**src/core/usb_ep_defines.svh**
```systemverilog
/*
 * Offsets, field positions, reset values and bus codes of the endpoint
 * status and interrupt register bank.
 * Assumes the includer uses these as sized values; holds definitions only.
 */
`ifndef USB_EP_DEFINES_SVH
`define USB_EP_DEFINES_SVH

// Register indices; byte address is four times the index
`define EP_IDX_STATUS_CLEAR     10'h104
`define EP_IDX_STATUS_SET       10'h105
`define EP_IDX_STATUS           10'h106
`define EP_IDX_IRQ_FLAGS        10'h107
`define EP_IDX_IRQ_ENABLE_CLEAR 10'h108
`define EP_IDX_IRQ_ENABLE_SET   10'h109
`define EP_IDX_IRQ_SUMMARY      10'h020

// Endpoint status field positions
`define EP_ST_BANK1_READY       7
`define EP_ST_BANK0_READY       6
`define EP_ST_STALL_BANK1       5
`define EP_ST_STALL_BANK0       4
`define EP_ST_CURRENT_BANK      2
`define EP_ST_IN_TOGGLE         1
`define EP_ST_OUT_TOGGLE        0
// Bit 3 is reserved and reads zero
`define EP_ST_IMPL_MASK         8'hF7

// Interrupt flag and enable field positions
`define EP_IF_STALL_BANK1       6
`define EP_IF_STALL_BANK0       5
`define EP_IF_SETUP             4
`define EP_IF_FAIL_BANK1        3
`define EP_IF_FAIL_BANK0        2
`define EP_IF_DONE_BANK1        1
`define EP_IF_DONE_BANK0        0

// Reset values
`define EP_STATUS_RESET         8'h00
`define EP_FLAGS_RESET          7'h00
`define EP_ENABLE_RESET         7'h00

// AXI response codes
`define AXI_RESP_OKAY           2'h0
`define AXI_RESP_SLVERR         2'h2

`endif

```
**src/core/usb_ep_pkg.sv**
```systemverilog
/*
 * Types of the endpoint status and interrupt register bank.
 * Assumes usb_ep_defines.svh is available on the include path.
 */
package usb_ep_pkg;

   // Whole state of the bank, registered as one word
   typedef struct packed {
      logic       awready;   // Write address channel ready
      logic       wready;    // Write data channel ready
      logic       aw_held;   // Write address taken, waiting for data
      logic [9:0] aw_index;  // Held word index
      logic       w_held;    // Write data taken, waiting for address
      logic [7:0] w_data;    // Held low byte
      logic       w_lane0;   // Held strobe of the low byte
      logic       bvalid;    // Write response pending
      logic [1:0] bresp;     // Write response code
      logic       arready;   // Read address channel ready
      logic       rvalid;    // Read response pending
      logic [7:0] rdata;     // Read data low byte
      logic [1:0] rresp;     // Read response code
      logic [7:0] status;    // Endpoint status bits
      logic [6:0] flags;     // Endpoint interrupt flags
      logic [6:0] enable;    // Endpoint interrupt enables
      logic       irq;       // Endpoint interrupt request
   } ep_state_t;

endpackage : usb_ep_pkg

```
**src/core/usb_device_endpoint_status_irq.sv**
```systemverilog
/*
 * Endpoint status and interrupt register bank of a full-speed USB device,
 * reached over AXI4-Lite, updated by the protocol engine.
 * Assumes engine strobes come from logic on core_clk_i, one cycle each,
 * and that the bus master keeps one read and one write in flight at most.
 */
`timescale 1ns/1ps
`include "usb_ep_defines.svh"

module usb_device_endpoint_status_irq (
   // Clock, reset, enable
   input  wire logic       core_clk_i,
   input  wire logic       rst_i,
   input  wire logic       ce_i,
   // AXI4-Lite write address
   input  wire logic       s_axi_awvalid_i,
   output logic            s_axi_awready_o,
   input  wire logic [11:0] s_axi_awaddr_i,
   // AXI4-Lite write data
   input  wire logic       s_axi_wvalid_i,
   output logic            s_axi_wready_o,
   input  wire logic [31:0] s_axi_wdata_i,
   input  wire logic [3:0] s_axi_wstrb_i,
   // AXI4-Lite write response
   output logic            s_axi_bvalid_o,
   input  wire logic       s_axi_bready_i,
   output logic [1:0]      s_axi_bresp_o,
   // AXI4-Lite read address
   input  wire logic       s_axi_arvalid_i,
   output logic            s_axi_arready_o,
   input  wire logic [11:0] s_axi_araddr_i,
   // AXI4-Lite read data
   output logic            s_axi_rvalid_o,
   input  wire logic       s_axi_rready_i,
   output logic [31:0]     s_axi_rdata_o,
   output logic [1:0]      s_axi_rresp_o,
   // Protocol engine events, one-cycle strobes, and the endpoint enable level
   input  wire logic       usb_bus_reset_i,
   input  wire logic       endpoint_enable_vector_i,
   input  wire logic       setup_rx_i,
   input  wire logic       stall_sent_i,
   input  wire logic       xfer_fail_i,
   input  wire logic       xfer_done_i,
   input  wire logic [7:0] status_hw_set_i,
   input  wire logic [7:0] status_hw_clr_i,
   // Status towards the protocol engine
   output logic [1:0]      stall_request_o,
   output logic            current_bank_select_o,
   output logic            in_toggle_o,
   output logic            out_toggle_o,
   output logic [1:0]      bank_ready_o,
   // Endpoint interrupt request
   output logic            endpoint_irq_o
);
   import usb_ep_pkg::*;

   ////////////////////////////////////////////////////////////////////////////
   // Declarations
   ep_state_t  st;           // Registered state
   ep_state_t  next_st;      // Next state
   logic       aw_fire;      // Write address handshake this cycle
   logic       w_fire;       // Write data handshake this cycle
   logic       ar_fire;      // Read address handshake this cycle
   logic       do_write;     // Address and data both present
   logic [9:0] wr_index;     // Word index of the write
   logic [7:0] wr_byte;      // Low byte of the write, zero if unstrobed
   logic       wr_hit;       // Write index is mapped
   logic [7:0] sw_st_clr;    // Software clear mask of status
   logic [7:0] sw_st_set;    // Software set mask of status
   logic [6:0] sw_if_clr;    // Software clear mask of flags
   logic [6:0] sw_en_clr;    // Software clear mask of enables
   logic [6:0] sw_en_set;    // Software set mask of enables
   logic [6:0] hw_events;    // Flags raised by the engine this cycle
   logic [7:0] stall_clr;    // Stall bits dropped on SETUP
   logic [9:0] rd_index;     // Word index of the read
   logic [7:0] rd_byte;      // Read data before registering
   logic       rd_hit;       // Read index is mapped

   ////////////////////////////////////////////////////////////////////////////
   // Bus handshakes and decode
   always_comb begin
      aw_fire  = s_axi_awvalid_i && st.awready;
      w_fire   = s_axi_wvalid_i && st.wready;
      ar_fire  = s_axi_arvalid_i && st.arready;
      // Write proceeds once both halves are in, even in the same cycle
      do_write = (st.aw_held || aw_fire) && (st.w_held || w_fire) && !st.bvalid;
      wr_index = st.aw_held ? st.aw_index : s_axi_awaddr_i[11:2];
      if (st.w_held) begin
         wr_byte = st.w_lane0 ? st.w_data : 8'h00;
      end else begin
         wr_byte = s_axi_wstrb_i[0] ? s_axi_wdata_i[7:0] : 8'h00;
      end
      unique case (wr_index)
         `EP_IDX_STATUS_CLEAR, `EP_IDX_STATUS_SET, `EP_IDX_STATUS,
         `EP_IDX_IRQ_FLAGS, `EP_IDX_IRQ_ENABLE_CLEAR,
         `EP_IDX_IRQ_ENABLE_SET, `EP_IDX_IRQ_SUMMARY: wr_hit = 1'b1;
         default: wr_hit = 1'b0;
      endcase
   end

   ////////////////////////////////////////////////////////////////////////////
   // Software write masks; writes of zero leave every bit alone
   always_comb begin
      sw_st_clr = 8'h00;
      sw_st_set = 8'h00;
      sw_if_clr = 7'h00;
      sw_en_clr = 7'h00;
      sw_en_set = 7'h00;
      if (do_write) begin
         unique case (wr_index)
            `EP_IDX_STATUS_CLEAR: sw_st_clr = wr_byte & `EP_ST_IMPL_MASK;
            `EP_IDX_STATUS_SET:   sw_st_set = wr_byte & `EP_ST_IMPL_MASK;
            `EP_IDX_IRQ_FLAGS:    sw_if_clr = wr_byte[6:0];
            `EP_IDX_IRQ_ENABLE_CLEAR: sw_en_clr = wr_byte[6:0];
            `EP_IDX_IRQ_ENABLE_SET:   sw_en_set = wr_byte[6:0];
            default: begin
               // Read-only or unmapped: no side effect
            end
         endcase
      end
   end

   ////////////////////////////////////////////////////////////////////////////
   // Stall, fail and done events steered to the bank the current bank bit names
   always_comb begin
      hw_events = 7'h00;
      if (st.status[`EP_ST_CURRENT_BANK]) begin
         hw_events[`EP_IF_STALL_BANK1] = stall_sent_i;
         hw_events[`EP_IF_FAIL_BANK1]  = xfer_fail_i;
         hw_events[`EP_IF_DONE_BANK1]  = xfer_done_i;
      end else begin
         hw_events[`EP_IF_STALL_BANK0] = stall_sent_i;
         hw_events[`EP_IF_FAIL_BANK0]  = xfer_fail_i;
         hw_events[`EP_IF_DONE_BANK0]  = xfer_done_i;
      end
      hw_events[`EP_IF_SETUP] = setup_rx_i;
      stall_clr = 8'h00;
      // SETUP overrides any stall request, including one set this cycle
      stall_clr[`EP_ST_STALL_BANK1] = setup_rx_i;
      stall_clr[`EP_ST_STALL_BANK0] = setup_rx_i;
   end

   ////////////////////////////////////////////////////////////////////////////
   // Read decode; status set and clear registers read zero
   always_comb begin
      rd_index = st.arready ? s_axi_araddr_i[11:2] : 10'h000;
      rd_byte  = 8'h00;
      rd_hit   = 1'b1;
      unique case (rd_index)
         `EP_IDX_STATUS_CLEAR, `EP_IDX_STATUS_SET: rd_byte = 8'h00;
         `EP_IDX_STATUS:   rd_byte = st.status;
         `EP_IDX_IRQ_FLAGS: rd_byte = {1'b0, st.flags};
         `EP_IDX_IRQ_ENABLE_CLEAR, `EP_IDX_IRQ_ENABLE_SET:
            rd_byte = {1'b0, st.enable};
         `EP_IDX_IRQ_SUMMARY: rd_byte = {7'h00, st.irq};
         default: rd_hit = 1'b0;
      endcase
   end

   ////////////////////////////////////////////////////////////////////////////
   // Next state
   always_comb begin
      next_st = st;
      // Write address and data capture
      if (aw_fire && !do_write) begin
         next_st.aw_held  = 1'b1;
         next_st.aw_index = s_axi_awaddr_i[11:2];
      end
      if (w_fire && !do_write) begin
         next_st.w_held  = 1'b1;
         next_st.w_data  = s_axi_wdata_i[7:0];
         next_st.w_lane0 = s_axi_wstrb_i[0];
      end
      if (do_write) begin
         next_st.aw_held = 1'b0;
         next_st.w_held  = 1'b0;
         next_st.bvalid  = 1'b1;
         next_st.bresp   = wr_hit ? `AXI_RESP_OKAY : `AXI_RESP_SLVERR;
      end else if (st.bvalid && s_axi_bready_i) begin
         next_st.bvalid = 1'b0;
      end
      // Channels stay closed while their half is held or a response waits
      next_st.awready = !next_st.aw_held && !next_st.bvalid;
      next_st.wready  = !next_st.w_held && !next_st.bvalid;
      // Read channel
      if (ar_fire) begin
         next_st.rvalid = 1'b1;
         next_st.rdata  = rd_byte;
         next_st.rresp  = rd_hit ? `AXI_RESP_OKAY : `AXI_RESP_SLVERR;
      end else if (st.rvalid && s_axi_rready_i) begin
         next_st.rvalid = 1'b0;
      end
      next_st.arready = !next_st.rvalid;
      // Status: engine sets win over software clears
      next_st.status = ((st.status & ~sw_st_clr & ~status_hw_clr_i)
                        | sw_st_set | status_hw_set_i)
                       & ~stall_clr & `EP_ST_IMPL_MASK;
      // Flags: an event in the clearing cycle survives
      next_st.flags = (st.flags & ~sw_if_clr) | hw_events;
      // Enables share one store behind set and clear registers
      if (usb_bus_reset_i || !endpoint_enable_vector_i) begin
         next_st.enable = `EP_ENABLE_RESET;
      end else begin
         next_st.enable = (st.enable & ~sw_en_clr) | sw_en_set;
      end
      // Registered from next values so it tracks the stored flags exactly
      next_st.irq = |(next_st.flags & next_st.enable);
   end

   ////////////////////////////////////////////////////////////////////////////
   // State register; ce_i low freezes everything
   always_ff @(posedge core_clk_i or posedge rst_i) begin
      if (rst_i) begin
         st         <= '0;
         st.awready <= 1'b1;
         st.wready  <= 1'b1;
         st.arready <= 1'b1;
         st.status  <= `EP_STATUS_RESET;
         st.flags   <= `EP_FLAGS_RESET;
         st.enable  <= `EP_ENABLE_RESET;
      end else if (ce_i) begin
         st <= next_st;
      end
   end

   ////////////////////////////////////////////////////////////////////////////
   // Outputs, all taken from the state register
   assign s_axi_awready_o       = st.awready;
   assign s_axi_wready_o        = st.wready;
   assign s_axi_bvalid_o        = st.bvalid;
   assign s_axi_bresp_o         = st.bresp;
   assign s_axi_arready_o       = st.arready;
   assign s_axi_rvalid_o        = st.rvalid;
   assign s_axi_rdata_o         = {24'h00_0000, st.rdata};
   assign s_axi_rresp_o         = st.rresp;
   assign stall_request_o       = st.status[5:4];
   assign current_bank_select_o = st.status[`EP_ST_CURRENT_BANK];
   assign in_toggle_o           = st.status[`EP_ST_IN_TOGGLE];
   assign out_toggle_o          = st.status[`EP_ST_OUT_TOGGLE];
   assign bank_ready_o          = st.status[7:6];
   assign endpoint_irq_o        = st.irq;
endmodule : usb_device_endpoint_status_irq

```
**config.mk**
```make
export PLATFORM = sky130hd
export DESIGN_NAME = usb_device_endpoint_status_irq
export DESIGN_NICKNAME = d
export VERILOG_FILES = /design/src/core/usb_ep_pkg.sv /design/src/core/usb_device_endpoint_status_irq.sv
export VERILOG_INCLUDE_DIRS = /design/src /design/src/core
export SDC_FILE = /design/constraint.sdc
export NUM_CORES = 1
export LEC_CHECK = 0
export CORE_MARGIN = 5
export CORE_UTILIZATION = 50
export DETAILED_ROUTE_END_ITERATION = 7
export DONT_BUFFER_PORTS = 1
export PLACE_DENSITY = 0.69
export SKIP_LAST_GASP = 1
export SYNTH_ARGS = -nofsm -noshare
export SYNTH_HDL_FRONTEND = slang
export SYNTH_SLANG_ARGS = --single-unit
```
**constraint.sdc**
```tcl
create_clock -name core_clk_i -period 2.46 [get_ports core_clk_i]
set_input_delay 0.738 -clock core_clk_i [delete_from_list [all_inputs] [get_ports core_clk_i]]
set_output_delay 0.738 -clock core_clk_i [all_outputs]
set_load 0.005 [all_outputs]
```
==> results.md, run 1 <==
* VDD IR max at 0.5290 mV
* WHS at 0.3222 ns
* Core area at roughly 7000 sq um
* Antenna violations before repair at 0
* Critical path class: in -> reg
* Maximum clock path buffer count at 2
* Cell Area, Placed at roughly 3700 sq um
* Max-slew violations at 0
* CP cell instances: or4_1 -> a222oi_1 -> buf_4 -> nand3_2 -> a221o_1 -> a222oi_1 -> a31oi_1
* RSZ-0062 raised after global routing: yes
* Place WS at -0.2517 ns
* N_diodes at 0
* Die Ht at 94.93 um
* Drc violations at 0
* Reg clk slew, reported paths at around 0.070 ns
* Total GRT Usage at between 20% and 30%
* Pwr dens at 881.4 nW/um^2
* YS warnings at 0
* Met1 Wirelength at approximately 3700 um
* Layout net count at between 400 and 500
* Pin count of the biggest net entering global routing at a little under 60
* Seq/Total Area, Yosys at around 40%
* Slowest CP cell: or4_1
* Slew HR at between 60% and 70%
* Hold-fix buffers, CTS at 0
* Outcome: finished, final reports clean
* FF+latch area at approximately 1500 sq um
* Hold Crit Class: in -> async
* # IOs at about 140
* Slew @ Worst Pin at 0.5733 ns
* Syn-to-layout area delta at 8.779%
* Gate Count Post-Synth at around 370
* Multi-input gate area at 1847 sq um
* Period Utilization, post-route at between 90% and 100%
* Vias in the first global route at 2,875
* Worst setup margin at roughly 0.046 ns
* Startpoint types: input pin
* Crit path max-delay family: compound AO/OA/AOI/OAI gates
* Crit path time final at around 2.4 ns
* Routed wire length at approximately 8900 um
* Maxcap violations at 0
* Layout cell share with drive strength beyond 1 at 21.43%
* Crit-path most repeated cell: a222oi_1
* Hpwl dp at around 6600 um
* Worst setup path startpoint: s_axi_awaddr_i[6]
* Met3 WL at between 700 and 800 um
* Final clock skew at ~0.0094 ns
* Crit end category: flip-flop
* Non-Filler Instances at around 480
* Rows at 31
* CTS sink cnt at just under 60
* CTS tree: yes
* Clock latency on the worst-skew pair at between 0.3 and 0.4 ns
* Lkg Pwr at approximately 1.6 nW
* Syn avg cell area at roughly 9.8 sq um
* Mapped Area at around 3600 sq um
* Final setup fails at 0
* WP data required at approximately 2.7 ns
* Post-synth EDFFs at 0
* Post-synth cell types at 64
* Final Instance Area at between 3000 and 4000 sq um
* Ys async rst share at 100.0%
* DR vias at ~2,800
* Total power at 0.003457 W
* Htree depth at 3
* Fill cell count at between 600 and 700
* Main synth FF type: dfrtp_1
* Synthesis-stage register bit count at 58
* Routed wl met2 at ~4400 um
* Placed cells at 461
* Routed WL per cell at ~19 um
* Initial Utilization at 50.53%
* GP Congestion at between 0.8 and 0.9
* CP peak stage delay at roughly 0.52 ns
* Die Wd at ~95 um
* Global-route wire length before repair at about 15,000 um
* Final Hold Fails at 0
* FMAX at 414.2 MHz
* Pre-antenna DRT Iters at 4
* Post-DR vias/cell at around 5.9
* Grt total ovfl at 0
* Critical Path AT at about 2.6 ns
* Worst Path Buf+Inv at 1
* Root Buffer: clkbuf_8
* DR iter-0 viols at about 110
* Worst r2r src: st[52]$_DFFE_PP0P_
* TritonCTS Buffers at 9
* Post-DRT Antenna Nets at 0
* Top routing layer in use: met4
* Die area at between 9000 and 10,000 sq um
* Worst-path fanout max at 6
* PortBufs at 0
## worst paths after layout
check / to / slack, ns / depth (start not counted)
setup / recovery: endpoint_irq_o$_DFFE_PP0P_ / 0.05 / 7
hold / removal: s_axi_rvalid_o$_DFFE_PP0P_ / 0.32 / 2
setup reg to reg: endpoint_irq_o$_DFFE_PP0P_ / 0.05 / 7
hold reg to reg: st[40]$_DFFE_PP0P_ / 0.50 / 1
max in group asynchronous: s_axi_awready_o$_DFFE_PP1P_ / 1.82 / 2
min in group core_clk_i: st[58]$_DFFE_PP0P_ / 0.47 / 1
## per-stage QoR
stage | TNS [ns] | utilization, %
floorplan | -0.1863 | -
global placement | -1.452 | 51.23
detailed placement | -1.188 | 51.23
CTS | 0 | 54.86
global route | -0.1359 | 54.96
finish | 0 | 54.96
## cells in the final DEF, fill, tap and decap left out, drive strengths merged, types with 4 or more instances in the layout
cell type / count
a21oi: 25
nor3b: 5
mux2i: 6
nor2b: 4
nand3b: 6
conb: 26
dfrtp: 55
a31oi: 5
buf: 26
a22o: 8
and3b: 4
clkbuf: 12
a2111oi: 4
mux2: 27
nor4b: 8
o2111ai: 5
o21ai: 20
nand3: 19
o2bb2ai: 9
nor2: 17
nand2: 21
inv: 9
## logic make-up after synthesis
kind of cell	share of synthesized area [%]
simple gates	17.31
flops	40.35
compound gates	20.65
buf+inv	11.48
mux	10.10
other cells	0.1040
## cell usage after synthesis, types with 2 or more instances
master	count	area share, %
nor4_1	2	0.35
buf_4	41	8.5
a221o_1	2	0.56
nor2b_1	4	0.69
or4b_1	2	0.56
dfstp_2	3	2.2
a2111oi_1	3	0.83
a21o_1	2	0.42
nor3_1	3	0.42
o21ai_0	9	1.2
a222oi_1	2	0.56
o21a_1	2	0.42
mux2_2	27	8.4
nand3_1	18	2.5
inv_1	9	0.94
a211oi_1	2	0.42
and3b_1	4	0.97
a22oi_1	3	0.62
mux2i_1	6	1.7
and3_1	3	0.52
a31oi_1	5	0.87
nor4b_1	7	1.7
o2111ai_1	5	1.2
o2111a_1	3	0.94
o21ai_1	10	1.4
clkbuf_1	14	1.5
nand3b_1	6	1.2
o2bb2ai_1	8	1.9
a21boi_1	2	0.42
nand2_1	21	2.2
dfrtp_1	55	38
a22o_1	8	1.9
nand2b_1	3	0.52
nor3b_1	5	1.0
a21oi_1	25	3.5
nor2_1	17	1.8
## state kept, by name, indices dropped and copies added, names as in the netlist, 2 cells and up
signal,count
st,35
s_axi_rdata_o,8
bank_ready_o,2
stall_request_o,2
## worst register-to-register path: cells and delay by family, from the launching register on
family	cells	cell delay, ns
compound gates	4	1.08
buf+inv	1	0.21
flops	1	0.40
simple gates	2	0.60
## layer usage
metal | up-vias | GRT usage [%]
li1 | 1336 | -
met2 | 96 | 34.17
met1 | 1370 | 26.29
met3 | 8 | 8.446
met4 | 0 | 4.567
met5 | - | 0
## power breakdown
part           switching [W]  total, W  internal (W)
combinational       0.000436  0.000860      0.000424
sequential          0.000273   0.00147       0.00120
clock               0.000394   0.00112      0.000729
total                0.00110   0.00346       0.00235
## final cells by class
class | instances | area share, %
Clock buffer | 12 | 3.955
Clock inverter | 4 | 2.488
Inverter | 9 | 0.8612
Multi-Input combinational cell | 269 | 47.08
Sequential cell | 58 | 37.16
Tap cell | 99 | 3.158
Timing Repair Buffer | 26 | 5.295
## timing repair
item                                   CTS  global route
pin swaps                                0             1
endpoints found under the hold margin    0             0
gates resized for setup                  1             3
setup endpoints to repair                1             6
buffers inserted                         0             0
(Power assumes the default switching activity.)
==> run 2: changes to the inputs <==
Settings changed: RECOVER_POWER from default to 100, SLEW_MARGIN from default to 20.
==> run 2 against run 1 <==
- global-route usage is the same
- core utilization shrank 0.21 points
- critical path depth is the same
- non-clock buffer count is the same
- final cell count is the same
- via count grew 0.64%
- worst hold slack gained 0.15 ns
- clock skew is essentially flat
- critical endpoint unchanged
- largest cell class unchanged
==> results.md, run 2 (synthesized netlist as in run 1, its figures left out) <==
* Outcome: finished, final reports clean
* Startpoint types: input pin
* Syn-to-layout area delta at 8.362%
* Worst setup margin at 0.05021 ns (+0.004563 ns)
* Hold Path Stages at 1
* N_diodes at 0 (unchanged)
* Hold EP: st[58]$_DFFE_PP0P_
* Clock latency on the worst-skew pair at 0.34 ns (about the same)
* Maximum clock path buffer count at 2 (unchanged)
* Pwr dens at 882.1 nW/um^2 (about the same)
* GP Congestion at 0.8696 (unchanged)
* Reg clk slew, reported paths at 0.07 ns (about the same)
* Antenna violations before repair at 0 (unchanged)
* Hpwl dp at 6642 um (unchanged)
* Die Wd at 94.93 um (unchanged)
* Hold Crit Class: in -> reg
* Worst-path fanout max at 6 (unchanged)
* Total GRT Usage at 21.00% (unchanged)
* RSZ-0062 raised after global routing: yes
* Slew HR at 2.575% (-59 points)
* Die Ht at 94.93 um (unchanged)
* Routed WL per cell at 18.69 um (-0.38%)
* Core area at 7137 sq um (unchanged)
* WP data required at 2.67 ns (about the same)
* Drc violations at 0 (unchanged)
* Pin count of the biggest net entering global routing at 59 (unchanged)
* Post-DR vias/cell at 5.929 (+0.64%)
* Post-CTS setup buffer count at 0 (unchanged)
* FMAX at 415.0 MHz (+0.19%)
* Total power at 0.003447 W (-0.30%)
* Die area at 9011 sq um (unchanged)
* Worst r2r dst: endpoint_irq_o$_DFFE_PP0P_
* Layout net count at 463 (unchanged)
* Post-DRT Antenna Nets at 0 (unchanged)
* # IOs at 139 (unchanged)
* Cell Area, Placed at 3656 sq um (unchanged)
* Initial Utilization at 50.53% (unchanged)
* Hold-fix buffers, CTS at 0 (unchanged)
* Most frequent cells in the layout: 53 x dfrtp_1, 27 x mux2_2, 26 x conb_1
* Final Instance Area at 3908 sq um (-0.38%)
* Crit end category: flip-flop
* DR vias at 2,828 (+0.64%)
* Lkg Pwr at 1.629 nW (-0.30%)
* Slew @ Worst Pin at 1.461 ns (+0.8881 ns)
* Biggest register: st
* Rows at 31 (unchanged)
* Critical Path AT at 2.62 ns (about the same)
* Final setup fails at 0 (unchanged)
* Final Hold Fails at 0 (unchanged)
* PortBufs at 0 (unchanged)
* Routed wire length at 8913 um (-0.38%)
* DR iter-0 viols at 115 (+6.5%)
* Vias in the first global route at 2,875 (unchanged)
* Root Buffer: clkbuf_8
* Fill cell count at 670 (+0.30%)
* Critical path class: in -> reg
* Final clock skew at 0.009222 ns (-0.0001564 ns)
* Hold_sp: ce_i
* Max-slew violations at 0 (unchanged)
* Global-route wire length before repair at 14,630 um (unchanged)
* TritonCTS Buffers at 9 (unchanged)
* Htree depth at 3 (unchanged)
* Cells on worst reg2reg path at 7 (unchanged)
* Place WS at -0.2517 ns (unchanged)
* CTS tree: yes
* Worst r2r src: st[52]$_DFFE_PP0P_
* Crit path time final at 2.410 ns (-0.004563 ns)
* CTS sink cnt at 58 (unchanged)
* VDD IR max at 0.5292 mV (about the same)
* Maxcap violations at 0 (unchanged)
* FF-to-FF setup slack at 0.06 ns (about the same)
* Grt total ovfl at 0 (unchanged)
* Period Utilization, post-route at 97.96% (-0.19 points)
* Leading cell type in the layout, fill and taps excluded: dfrtp_1
* Max reg flops at 35 (unchanged)
* Layout cell share with drive strength beyond 1 at 20.90% (-0.53 points)
* Pre-antenna DRT Iters at 4 (unchanged)
run 2: changes by cell type in the layout (fill, tap and decap cells not counted):
cell,change
buf_12,-1
clkbuf_2,+1
dfstp_1,+1
dfstp_2,-1
inv_1,+1
inv_2,-1
run 2: metrics by stage:
stage                     hold slack, ns  setup TNS (ns)  util [%]  instances
final                             0.4769               0     54.75        477
after floorplan                   0.4445         -0.1863         -        394
after CTS                         0.3469               0     54.86        477
after global placement            0.4815          -1.452     51.23        461
after detailed placement          0.4862          -1.188     51.23        461
after global routing              0.4461         -0.1359     54.75        477
run 2: per-layer routing:
metal  track usage, %  vias to the layer above  share of wire (%)
met2            34.17                       98                 49
li1                 -                     1332                  -
met1            26.29                     1384                 41
met3            8.446                       14                8.5
met4            4.567                        0                1.6
met5                0                        -                  0
run 2: worst max-delay path, stage by stage:
cell      delay, ns
or4_1          0.52
a222oi_1       0.35
buf_4          0.21
nand3_2        0.06
a221o_1        0.32
a222oi_1       0.30
a31oi_1        0.12
run 2: how the worst max path moves through the flow:
stage                                 endpoint               start  slack, ns  cells after the start
floorplan           endpoint_irq_o$_DFFE_PP0P_   s_axi_awaddr_i[6]      -0.19                      7
global placement    endpoint_irq_o$_DFFE_PP0P_   s_axi_awaddr_i[6]      -0.28                      7
detailed placement  endpoint_irq_o$_DFFE_PP0P_   s_axi_awaddr_i[6]      -0.25                      7
CTS                 endpoint_irq_o$_DFFE_PP0P_  st[47]$_DFFE_PP0P_       0.03                      7
global route        endpoint_irq_o$_DFFE_PP0P_  st[58]$_DFFE_PP0P_      -0.12                      7
finish              endpoint_irq_o$_DFFE_PP0P_   s_axi_awaddr_i[6]       0.05                      7
run 2: timing repair:
action	CTS	global route
endpoints found under the setup margin	1	6
gates resized for setup	1	3
pin swaps	0	1
run 2: where the power goes:
part	internal [W]	switching (W)	leakage, nW
Clock	0.000729	0.000390	0.123
Combinational	0.000421	0.000434	0.817
Sequential	0.00120	0.000273	0.689
run 2: area by class of cell:
cell class                 instances  area (sq um)  share of cell area, %
clock buffer                      12         155.1                  3.971
clock inverter                     4         97.59                  2.498
inverter                           9         33.78                 0.8646
multi-input combinational        269          1847                  47.26
sequential                        58          1458                  37.30
tap                               99         123.9                  3.170
timing repair buffer              26         192.7                  4.931
